<file path="config.mk">
export PLATFORM = sky130hd
export DESIGN_NAME = dwp_host
export DESIGN_NICKNAME = d
export VERILOG_FILES = /design/src/dwp_pkg.sv /design/src/dwp_apb_regs.sv /design/src/dwp_host.sv /design/src/dwp_sync.sv
export SDC_FILE = /design/constraint.sdc
export NUM_CORES = 1
export LEC_CHECK = 0
export BUFFER_PORTS_ARGS = -buffer_cell sky130_fd_sc_hd__buf_2
export CAP_MARGIN = 20
export CORE_MARGIN = 1.5
export CORE_UTILIZATION = 45
export DETAILED_ROUTE_END_ITERATION = 8
export PLACE_DENSITY = 0.67
export REMOVE_ABC_BUFFERS = 1
export SETUP_SLACK_MARGIN = 0.5
export SYNTH_ARGS = -nofsm -noshare
export SYNTH_HDL_FRONTEND = slang
export SYNTH_SLANG_ARGS = --single-unit
</file>
<file path="constraint.sdc">
create_clock -name pclk -period 1.9 [get_ports pclk]
set_clock_uncertainty 0.15 [all_clocks]
set_input_delay 0.19 -clock pclk [delete_from_list [all_inputs] [get_ports pclk]]
set_output_delay 0.19 -clock pclk [all_outputs]
set_load 0.05 [all_outputs]
</file>
<file path="src/dwp_pkg.sv">
package dwp_pkg;

  // Target address layout: fixed upper four bits, three strap bits below.
  localparam logic [3:0] ADDR_FIXED_HI = 4'h5;
  localparam int         ADDR_STRAP_W  = 3;

  // Command codes understood by the target.
  localparam logic [7:0] CMD_LOAD_A    = 8'h11;
  localparam logic [7:0] CMD_LOAD_B    = 8'h12;
  localparam logic [7:0] CMD_LOAD_AB   = 8'h13;

  // Wiper position codes.
  localparam logic [7:0] POS_MIDSCALE  = 8'h80;
  localparam logic [7:0] POS_LOW_END   = 8'h00;
  localparam logic [7:0] POS_HIGH_END  = 8'hff;
  localparam int         TAP_COUNT     = 256;

  // Operation bit values.
  localparam logic       OP_WRITE      = 1'b0;
  localparam logic       OP_NOP        = 1'b1;

  // Serial clock timing at 100 MHz.
  localparam int         CLK_PERIOD_NS = 10;
  localparam int         SCL_HALF_NS   = 1300;
  localparam int         SCL_HALF_CYC  = (SCL_HALF_NS + CLK_PERIOD_NS - 1) / CLK_PERIOD_NS;
  localparam int         BITS_PER_BYTE = 9;

  // Own APB registers, byte addresses.
  localparam logic [7:0] REG_CTRL_OFS  = 8'h00;
  localparam logic [7:0] REG_DATA_OFS  = 8'h04;
  localparam logic [7:0] REG_STAT_OFS  = 8'h08;

  // Control register fields.
  localparam int         CTRL_GO_BIT   = 0;
  localparam int         CTRL_NOP_BIT  = 1;
  localparam int         CTRL_STRAP_LSB = 4;

  // Data register fields.
  localparam int         DATA_CMD_LSB  = 8;
  localparam int         DATA_VAL_LSB  = 0;

  // Reset values.
  localparam logic [31:0] CTRL_RESET   = 32'h0000_0000;
  localparam logic [31:0] DATA_RESET   = 32'h0000_1180;

  typedef struct packed {
    logic        scl_o;
    logic        scl_oe_n;
    logic        sda_o;
    logic        sda_oe_n;
  } dwp_pins_t;

  typedef struct packed {
    logic        start;
    logic        stop;
    logic        bit_valid;
    logic        bit_val;
  } dwp_line_ev_t;

  typedef enum logic [5:0] {
    ST_IDLE  = 6'b000001,
    ST_START = 6'b000010,
    ST_BIT   = 6'b000100,
    ST_STOP  = 6'b001000,
    ST_GAP   = 6'b010000,
    ST_DONE  = 6'b100000
  } dwp_state_t;

endpackage : dwp_pkg

</file>
<file path="src/dwp_apb_regs.sv">
`timescale 1ns/1ps
module dwp_apb_regs (
  input  wire logic        pclk,
  input  wire logic        presetn,
  input  wire logic        psel,
  input  wire logic        penable,
  input  wire logic        pwrite,
  input  wire logic [7:0]  paddr,
  input  wire logic [31:0] pwdata,
  output logic [31:0]      prdata,
  output logic             pready,
  output logic             pslverr,
  input  wire logic [31:0] status,
  output logic [31:0]      ctrl,
  output logic [31:0]      data,
  output logic             go_pulse
);
  import dwp_pkg::*;

  typedef struct packed {
    logic [31:0] ctrl;
    logic [31:0] data;
    logic [31:0] rdata;
    logic        err;
    logic        go;
  } dwp_regs_t;

  dwp_regs_t r_r;
  dwp_regs_t r_nxt;
  logic      acc;

  assign acc = psel && penable;

  always_comb begin
    r_nxt    = r_r;
    r_nxt.go = 1'b0;
    if (psel && !penable) begin
      r_nxt.err   = 1'b0;
      r_nxt.rdata = 32'h0000_0000;
      case (paddr)
        REG_CTRL_OFS: r_nxt.rdata = r_r.ctrl;
        REG_DATA_OFS: r_nxt.rdata = r_r.data;
        REG_STAT_OFS: r_nxt.rdata = status;
        default:      r_nxt.err   = 1'b1;
      endcase
    end
    if (acc && pwrite) begin
      case (paddr)
        REG_CTRL_OFS: begin
          r_nxt.ctrl = pwdata;
          r_nxt.ctrl[CTRL_GO_BIT] = 1'b0;
          r_nxt.go = pwdata[CTRL_GO_BIT];
        end
        REG_DATA_OFS: r_nxt.data = {16'h0000, pwdata[15:0]};
        default: ;
      endcase
    end
  end

  always_ff @(posedge pclk or negedge presetn) begin
    if (!presetn) begin
      r_r <= '{ctrl: CTRL_RESET, data: DATA_RESET, rdata: 32'h0000_0000, err: 1'b0, go: 1'b0};
    end else begin
      r_r <= r_nxt;
    end
  end

  // Every access ends after one wait-free access cycle.
  assign pready   = 1'b1;
  assign pslverr  = acc && r_r.err;
  assign prdata   = r_r.rdata;
  assign ctrl     = r_r.ctrl;
  assign data     = r_r.data;
  assign go_pulse = r_r.go;
endmodule : dwp_apb_regs

</file>
<file path="src/dwp_host.sv">
`timescale 1ns/1ps
module dwp_host #(
  parameter int HALF_CYC = dwp_pkg::SCL_HALF_CYC
) (
  input  wire logic        pclk,
  input  wire logic        presetn,
  input  wire logic        psel,
  input  wire logic        penable,
  input  wire logic        pwrite,
  input  wire logic [7:0]  paddr,
  input  wire logic [31:0] pwdata,
  output logic [31:0]      prdata,
  output logic             pready,
  output logic             pslverr,
  input  wire logic        scl_i,
  output logic             scl_o,
  output logic             scl_oe_n,
  input  wire logic        sda_i,
  output logic             sda_o,
  output logic             sda_oe_n
);
  import dwp_pkg::*;

  typedef struct packed {
    dwp_state_t  st;
    logic [15:0] cnt;
    logic [1:0]  phase;
    logic [1:0]  byte_idx;
    logic [3:0]  bit_idx;
    logic [7:0]  sh;
    logic        scl_rel;
    logic        sda_rel;
    logic        busy;
    logic        done;
    logic [2:0]  nack;
    logic        nack_any;
    logic [7:0]  shadow_a;
    logic [7:0]  shadow_b;
  } dwp_host_state_t;

  dwp_host_state_t s_r;
  dwp_host_state_t s_nxt;

  logic [31:0] ctrl;
  logic [31:0] data;
  logic [31:0] status;
  logic        go;
  logic        scl_s;
  logic        sda_s;

  dwp_apb_regs u_regs (
    .pclk     (pclk),
    .presetn  (presetn),
    .psel     (psel),
    .penable  (penable),
    .pwrite   (pwrite),
    .paddr    (paddr),
    .pwdata   (pwdata),
    .prdata   (prdata),
    .pready   (pready),
    .pslverr  (pslverr),
    .status   (status),
    .ctrl     (ctrl),
    .data     (data),
    .go_pulse (go)
  );

  dwp_sync u_scl_sync (
    .pclk    (pclk),
    .presetn (presetn),
    .din     (scl_i),
    .dout    (scl_s)
  );

  dwp_sync u_sda_sync (
    .pclk    (pclk),
    .presetn (presetn),
    .din     (sda_i),
    .dout    (sda_s)
  );

  // Byte of the frame by index: address with op bit, command, data.
  function automatic logic [7:0] frame_byte(input logic [1:0] idx, input logic [31:0] c, input logic [31:0] d);
    logic [7:0] b;
    b = 8'h00;
    case (idx)
      2'd0:    b = {ADDR_FIXED_HI, c[CTRL_STRAP_LSB +: ADDR_STRAP_W], c[CTRL_NOP_BIT]};
      2'd1:    b = d[DATA_CMD_LSB +: 8];
      default: b = d[DATA_VAL_LSB +: 8];
    endcase
    return b;
  endfunction : frame_byte

  // Last cycle of a half period of the serial clock.
  function automatic logic half_end(input logic [15:0] c);
    return c == 16'(HALF_CYC - 1);
  endfunction : half_end

  always_comb begin
    s_nxt      = s_r;
    s_nxt.done = 1'b0;
    case (s_r.st)
      ST_IDLE: begin
        s_nxt.scl_rel = 1'b1;
        s_nxt.sda_rel = 1'b1;
        if (go) begin
          s_nxt.busy     = 1'b1;
          s_nxt.nack     = 3'b000;
          s_nxt.st       = ST_START;
          s_nxt.cnt      = 16'd0;
          s_nxt.byte_idx = 2'd0;
          s_nxt.sh       = frame_byte(2'd0, ctrl, data);
        end
      end
      ST_START: begin
        // Wait out a half period with both lines seen high, then pull data low.
        // A line held low by someone else restarts the wait instead of colliding.
        if (s_r.sda_rel && !(scl_s && sda_s)) begin
          s_nxt.cnt = 16'd0;
        end else if (half_end(s_r.cnt)) begin
          s_nxt.cnt = 16'd0;
          if (s_r.sda_rel) begin
            s_nxt.sda_rel = 1'b0;
          end else begin
            s_nxt.scl_rel = 1'b0;
            s_nxt.st      = ST_BIT;
            s_nxt.phase   = 2'd0;
            s_nxt.bit_idx = 4'd0;
          end
        end else begin
          s_nxt.cnt = s_r.cnt + 16'd1;
        end
      end
      ST_BIT: begin
        // Phase 0: clock low, set data. Phase 1: clock high, wait for line.
        if (s_r.phase == 2'd0) begin
          if (s_r.cnt == 16'd0) begin
            if (s_r.bit_idx == 4'(BITS_PER_BYTE - 1)) begin
              s_nxt.sda_rel = 1'b1;
            end else begin
              s_nxt.sda_rel = s_r.sh[7];
              s_nxt.sh      = {s_r.sh[6:0], 1'b0};
            end
          end
          if (half_end(s_r.cnt)) begin
            s_nxt.cnt     = 16'd0;
            s_nxt.scl_rel = 1'b1;
            s_nxt.phase   = 2'd1;
          end else begin
            s_nxt.cnt = s_r.cnt + 16'd1;
          end
        end else if (!scl_s) begin
          s_nxt.cnt = 16'd0;
        end else if (half_end(s_r.cnt)) begin
          // Data stayed put through the high time; drop the clock.
          s_nxt.cnt     = 16'd0;
          s_nxt.scl_rel = 1'b0;
          s_nxt.phase   = 2'd0;
          if (s_r.bit_idx == 4'(BITS_PER_BYTE - 1)) begin
            if (sda_s) begin
              s_nxt.nack[s_r.byte_idx] = 1'b1;
            end
            s_nxt.bit_idx = 4'd0;
            if (s_r.byte_idx == 2'd2 || sda_s) begin
              s_nxt.st = ST_STOP;
            end else begin
              s_nxt.byte_idx = s_r.byte_idx + 2'd1;
              s_nxt.sh       = frame_byte(s_r.byte_idx + 2'd1, ctrl, data);
            end
          end else begin
            s_nxt.bit_idx = s_r.bit_idx + 4'd1;
          end
        end else begin
          s_nxt.cnt = s_r.cnt + 16'd1;
        end
      end
      ST_STOP: begin
        // Clock low with data pulled, then clock up, then release data.
        if (s_r.cnt == 16'd0 && s_r.phase == 2'd0) begin
          s_nxt.sda_rel = 1'b0;
        end
        if (half_end(s_r.cnt)) begin
          s_nxt.cnt = 16'd0;
          if (s_r.phase == 2'd0) begin
            s_nxt.scl_rel = 1'b1;
            s_nxt.phase   = 2'd1;
          end else if (scl_s) begin
            s_nxt.sda_rel = 1'b1;
            s_nxt.st      = ST_GAP;
          end
        end else begin
          s_nxt.cnt = s_r.cnt + 16'd1;
        end
      end
      ST_GAP: begin
        // Bus free time before another start may follow.
        if (half_end(s_r.cnt)) begin
          s_nxt.cnt = 16'd0;
          s_nxt.st  = ST_DONE;
        end else begin
          s_nxt.cnt = s_r.cnt + 16'd1;
        end
      end
      ST_DONE: begin
        s_nxt.busy     = 1'b0;
        s_nxt.done     = 1'b1;
        s_nxt.nack_any = |s_r.nack;
        s_nxt.st       = ST_IDLE;
        // Mirror what the target now holds; no readback exists.
        if (s_r.nack == 3'b000 && !ctrl[CTRL_NOP_BIT]) begin
          case (data[DATA_CMD_LSB +: 8])
            CMD_LOAD_A:  s_nxt.shadow_a = data[7:0];
            CMD_LOAD_B:  s_nxt.shadow_b = data[7:0];
            CMD_LOAD_AB: begin
              s_nxt.shadow_a = data[7:0];
              s_nxt.shadow_b = data[7:0];
            end
            default: ;
          endcase
        end
      end
      default: s_nxt.st = ST_IDLE;
    endcase
  end

  always_ff @(posedge pclk or negedge presetn) begin
    if (!presetn) begin
      s_r <= '{st:       ST_IDLE,
               cnt:      16'd0,
               phase:    2'd0,
               byte_idx: 2'd0,
               bit_idx:  4'd0,
               sh:       8'h00,
               scl_rel:  1'b1,
               sda_rel:  1'b1,
               busy:     1'b0,
               done:     1'b0,
               nack:     3'b000,
               nack_any: 1'b0,
               shadow_a: POS_MIDSCALE,
               shadow_b: POS_MIDSCALE};
    end else begin
      s_r <= s_nxt;
    end
  end

  assign status = {8'h00, s_r.shadow_b, s_r.shadow_a, 3'b000, s_r.nack, s_r.nack_any, s_r.busy};

  // Open-drain pins: drive low when enabled, never high.
  assign scl_o    = 1'b0;
  assign scl_oe_n = s_r.scl_rel;
  assign sda_o    = 1'b0;
  assign sda_oe_n = s_r.sda_rel;
endmodule : dwp_host

</file>
<file path="src/dwp_sync.sv">
`timescale 1ns/1ps
module dwp_sync (
  input  wire logic pclk,
  input  wire logic presetn,
  input  wire logic din,
  output logic      dout
);
  import dwp_pkg::*;

  typedef struct packed {
    logic [2:0] sh;
    logic       q;
  } dwp_sync_t;

  dwp_sync_t s_r;
  dwp_sync_t s_nxt;

  // Three shift flops and an output flop; the output only moves once the last two stages agree.
  always_comb begin
    s_nxt    = s_r;
    s_nxt.sh = {s_r.sh[1:0], din};
    if (s_r.sh[1] == s_r.sh[2]) begin
      s_nxt.q = s_r.sh[2];
    end
  end

  always_ff @(posedge pclk or negedge presetn) begin
    if (!presetn) begin
      s_r <= '{sh: 3'b111, q: 1'b1};
    end else begin
      s_r <= s_nxt;
    end
  end

  assign dout = s_r.q;
endmodule : dwp_sync

</file>
[Word level (Yosys, flattened, before mapping)]
Cells that the tools add are included.
Word-level totals
  output and inout bits: 38
  input port bits: 47
  register bits: 150
  word-level logic and storage cells: 188
Operators by class
  $lt $le $gt $ge: 2
  reductions and logical operators: 43
  eq/ne operators: 43
  bitwise operators: 1
  add/sub/neg operators: 3
  muxes and demuxes: 74
Operators by type and width (number)
  case mux 32 bit (3 select lines): 1
  2-to-1 mux 6 bit: 13
  case mux 16 bit (4 select lines): 1
  2-to-1 mux 16 bit: 3
  2-to-1 mux 8 bit: 5
  2-to-1 mux 17 bit: 2
  case mux 8 bit (2 select lines): 2
  case mux 6 bit (5 select lines): 1
  inequality test 2 bit, second input constant: 14
  equality test 8 x 5 -> 1 bit, second input constant: 3
  2-to-1 mux 2 bit: 12
  2-to-1 mux 22 bit: 1
  inequality test 3 bit, second input constant: 7
  AND reduction 7 bit: 3
  2-to-1 mux 18 bit: 1
  2-to-1 mux 3 bit: 6
  AND reduction 9 bit: 2
  adder 16 x 1 -> 16 bit, second input constant: 1
  equality test 16 x 8 -> 1 bit, second input constant: 1
  logical NOT 16 bit: 1
  2-to-1 mux 4 bit: 4
  2-to-1 mux 1 bit: 14
  AND reduction 13 bit: 1
  logical AND 1 bit: 9
  41 further kinds: 58

[Logic depth before layout (Yosys ltp)]
  word-level depth: 11
  mapped depth: 9
  depth with buffers taken out: 8

[By module]
Synthesis repeated with hierarchy kept, for this count alone.
Second synthesis, totals
  cell total of the unflattened synthesis: 741
  area, all modules: 7938.9 µm²
Modules (own cells, without submodules)
  dwp_apb_regs: cells an instance 365, area an instance 4286.6 µm², instances 1, sequential area each 2030.7 µm²
  dwp_host: cells an instance 366, area an instance 3419.5 µm², instances 1, sequential area each 1507.7 µm²
  dwp_sync: cells an instance 5, area an instance 116.4 µm², instances 2, sequential area each 105.1 µm²

[Worst setup path before layout]
Ideal clock, no wire load.
  path type: register -> register
  start point: register s_r[57] (netlist bit)
  end point: register s_r[37] (netlist bit)
  path slack: -0.172 ns
  library setup time: 0.120 ns
  stages on the path, launching flop included: 8
  buffers on the path: 1
  required time: 1.630 ns
  arrival time: 1.802 ns
  period minus slack after synthesis: 2.072 ns
  path through: dfrtp_1 -> nor4_4 -> and3b_1 -> buf_6 -> mux2i_1 -> o2111a_1 -> nor3_1 -> a31o_2
Between the ends
  longest elaborated chain between the ends: 3
  elaborated cells on any way between the ends: 11
  those cells by class: eq/ne: 8; mux: 1; reduce/logical: 2
Ends and longest elaborated chain
  start, declared: line dwp_host.sv:41  | dwp_host_state_t s_r;
  start signal, assigned: line dwp_host.sv:228  | s_r <= '{st: ST_IDLE,
  start signal, assigned: line dwp_host.sv:243  | s_r <= s_nxt;
  equality test 6 x 3 -> 1 bit / equality test 6 x 1 -> 1 bit (equally long branches): line dwp_host.sv:102  | case (s_r.st)
  inequality test 2 bit (no line), or another cell as far along
  AND reduction 7 bit (no line)
Parallel ways exist; a longest one is shown, timed or not.
A chain may end at the register's enable or synchronous reset.

[Worst setup path after layout]
  start point: register s_r[50] (netlist bit)
  end point: register s_r (netlist bit sda_oe_n)
Between the ends
  longest elaborated chain between the ends: 7
  elaborated cells on any way between the ends: 11
  those cells by class: eq/ne: 3; mux: 5; reduce/logical: 3
Ends and longest elaborated chain
  logical NOT 16 bit: line dwp_host.sv:137, dwp_host.sv:179
  logical AND 1 bit: line dwp_host.sv:179  | if (s_r.cnt == 16'd0 && s_r.phase == 2'd0) begin
  2-to-1 mux 1 bit: line dwp_host.sv:179
  2-to-1 mux 1 bit: line dwp_host.sv:187  | end else if (scl_s) begin
  2-to-1 mux 1 bit: line dwp_host.sv:184  | if (s_r.phase == 2'd0) begin
  2-to-1 mux 2 bit: line dwp_host.sv:182  | if (half_end(s_r.cnt)) begin
  case mux 2 bit (4 select lines): line dwp_host.sv:102
Parallel ways exist; a longest one is shown, timed or not. The select of a mux whose other input is x is not followed.

==> flow_metrics.py <==
metrics = {
    "synth": {
        "syn_area_per_cell_um2": 10.5,
        "syn_inst": 706,
        "synth_seq_cells": 149,
        "synthAdderAreaFrac_pct": 1.79,
        "synth_xor_area_share_pct": 0.944,
        "muxShareOfSynthArea_pct": 12.6,
        "synth_edf_count": 0,
        "synth_compound_area_share_pct": 12.4,
        "netlist_top_cells_area": "dfrtp_1, mux2_2, dfstp_2, nand2_1, o21ai_0",
        "yosysTopAreaCellShare_pct": 44.8,
        "synth_largest_area_cell": "dfrtp_1",
        "syn_area_um2": 7430,
        "yosysSeqAreaShare_pct": 50.5,
        "netlist_top_cells_count": "dfrtp_1, nand2_1, mux2_2, o21ai_0, nor2_1",
        "synth_most_common_cell": "dfrtp_1",
        "synth_flop_cell": "dfrtp_1",
        "yosysWarnings": 0,
        "yosys.area_share.simple_pct": 14.6,
        "async_flop_share_pct": 100,
        "synth_top_family_by_area": "simple AND/OR/NAND/NOR gates",
        "synth_cell_types": 64,
    },
    "grt": {
        "globalRouteMet3Util_pct": 5.79,
        "grt-busiest-layer": "met2",
        "grt_use_total_pct": 25.7,
        "grt_overflow": 0,
        "grt_pass1_vias": 6755,
        "grt_pass1_wl_um": 35100,
        "grt.met1_usage_pct": 30.7,
        "use_met2_pct": 44.6,
        "grt_antenna_before_repair": 0,
        "grt_max_degree": 51,
    },
    "hold_path": {
        "hold_path_class": "in -> async",
    },
    "cts": {
        "clkSlewWorstSetupHoldPaths_ns": 0.06,
        "cts_made_buffers": 17,
        "h-tree-depth": 4,
        "cts-root-buf": "clkbuf_16",
        "clock_latency_ns": 0.43,
        "cts.sinks": 149,
        "cts_tree": "built",
        "cts_buffer_depth": 2,
    },
    "die": {
        "dieHeight_um": 131,
        "die_area_um2": 17300,
        "io_pins": 85,
        "rows": 46,
        "start_util_pct": 46.4,
        "die_w_um": 131,
        "core-area_um2": 16000,
    },
    "detailed_routing": {
        "avgRoutedWirePerCell_um": 20.7,
        "firstDrtPassIters": 6,
        "route.detailed.drc": 0,
        "vias_per_cell": 5.70,
        "via_count": 6534,
        "drtIter0Drc": 522,
        "wirelength_um": 23700,
        "final_antenna_net_count": 0,
    },
    "final_layout": {
        "fin_nets": 974,
        "final_util_pct": 69.1,
        "drive_gt1_share_pct": 48.6,
        "area_growth_syn_to_layout_pct": 48.8,
        "fin_area_um2": 11000,
        "antenna_cells": 0,
    },
    "power_and_ir_drop": {
        "power_density_nw_per_um2": 650,
        "ir_drop_v": 0.000627,
        "leakage_uw": 0.00513,
    },
    "placement": {
        "gp_congestion": 0.875,
        "hpwlAfterDp_um": 12800,
        "dp_slack_ns": -0.296,
        "place_area_um2": 8470,
        "port-buffer-count": 81,
    },
    "timing": {
        "layout_setup_ws_ns": -0.324,
        "period_share_pct": 117,
        "max_clock_freq_mhz": 450,
        "rsz0062_at_grt": "true",
        "slew_viol_final": 0,
        "min_period_ns": 2.22,
        "finalHoldViolCount": 0,
        "setup_viol": 57,
    },
    "run_status": {
        "failed_checks": "negative setup slack",
        "run_status": "complete, but fails checks",
    },
    "worst_setup_path": {
        "end_kind": "flop",
        "setup.worst_path.class": "reg -> reg",
        "crit_fanout": 4,
        "critPathArrivalTime_ns": 2.42,
        "crit_required_ns": 2.10,
        "startpoint_type": "flop",
    },
    "run": {
        "drv_cap": 0,
    },
}
-- power by group --
part           total (uW)  switching [uW]  leakage (uW)  internal (uW)
sequential           3240            28.1       0.00201           3210
combinational         364             200       0.00281            164
clock                3580            1340      0.000301           2230
-- critical path: stages (launching register included) --
cell	delay, ns
dfrtp_1	0.41
nor4_4	0.33
buf_4	0.18
nand4_1	0.19
buf_6	0.21
a211o_1	0.25
nand3_2	0.08
o21ai_2	0.07
mux2_2	0.28
-- kinds of logic after synthesis --
logic type / Yosys count
xor gates and xnor gates: 8
AOI/OAI and AO/OA: 147
muxes: 85
adders and majority gates: 11
buffers and inverters: 89
other: 2
and+or+nand+nor: 215
DFF: 149
-- flip-flops by register name, summed over array words and instances, names as in the netlist --
register / count
s_r: 58
u_regs.prdata: 32
u_regs.ctrl: 31
u_regs.data: 16
u_scl_sync.s_nxt: 2
u_sda_sync.s_nxt: 2
scl_oe_n: 1
sda_oe_n: 1
u_regs.go_pulse: 1
u_regs.r_r: 1
u_scl_sync.dout: 1
u_scl_sync.s_r: 1
u_sda_sync.dout: 1
u_sda_sync.s_r: 1
-- final timing paths --
path	slack, ns	to	cells after the start	from
min	0.14	u_regs.prdata[10]	2	presetn
min reg2reg	0.21	u_sda_sync.s_nxt[3]	0	u_sda_sync.s_nxt[2]
min in group pclk	0.21	u_sda_sync.s_nxt[3]	0	u_sda_sync.s_nxt[2]
max reg2reg	-0.32	sda_oe_n	8	s_r[50]
max in group asynchronous	0.80	u_sda_sync.s_nxt[3]	3	presetn
max	-0.32	sda_oe_n	8	s_r[50]
-- final cells by class --
cell class	count	area (um^2)
fillers	1095	4950
clock buffers	20	447
well taps	216	270
flip-flops and latches	149	3750
repair buffers	266	2470
multi-input cells	470	3880
inverters	14	52.6
clock inverters	11	176
-- metal layers --
layer  routed length (um)  vias to the layer above  part of all wire (%)
li1                     -                     2881                     -
met1                 9150                     3274                    39
met2                12200                      296                    51
met3                 1270                       83                   5.3
met4                 1110                        0                   4.7
met5                    0                        -                     0
-- timing repair --
| action | CTS | global route |
|---|---|---|
| setup endpoints to repair | 138 | 169 |
| hold endpoints to repair | 185 | 0 |
| resized for setup | 179 | 139 |
| hold buffers | 35 | 0 |
| setup buffers | 21 | 21 |
| pin swaps | 43 | 43 |
| cloned | 7 | 2 |
-- per-stage QoR --
step	hold WS, ns	setup TNS (ns)	power (uW)	std cells
after global placement	0.0164	-20.06	3540	1029
after detailed placement	0.0206	-23.57	3550	1029
final	0.143	-11.25	7180	1146
after CTS	0.152	-6.83	7190	1123
after floorplan	-0.256	-65.54	3360	632
after global routing	0.172	-15.43	7370	1146
-- cells in the final DEF, fill, tap and decap left out, drive strengths merged, types with 5 or more instances in the layout --
cell type and count:
nor3 10, mux2i 16, o21ai 65, ha 9, nand3 18, buf 217, a22o 5, mux2 69
clkbuf 34, nand4 7, clkinv 5, dfrtp 133, o211ai 6, nor2 41, dlygate4sd3 35, nand2 93
xnor2 5, a21oi 40, nor4 9, a22oi 12, inv 15, dfstp 16, and3 9
(Power assumes the default switching activity.)
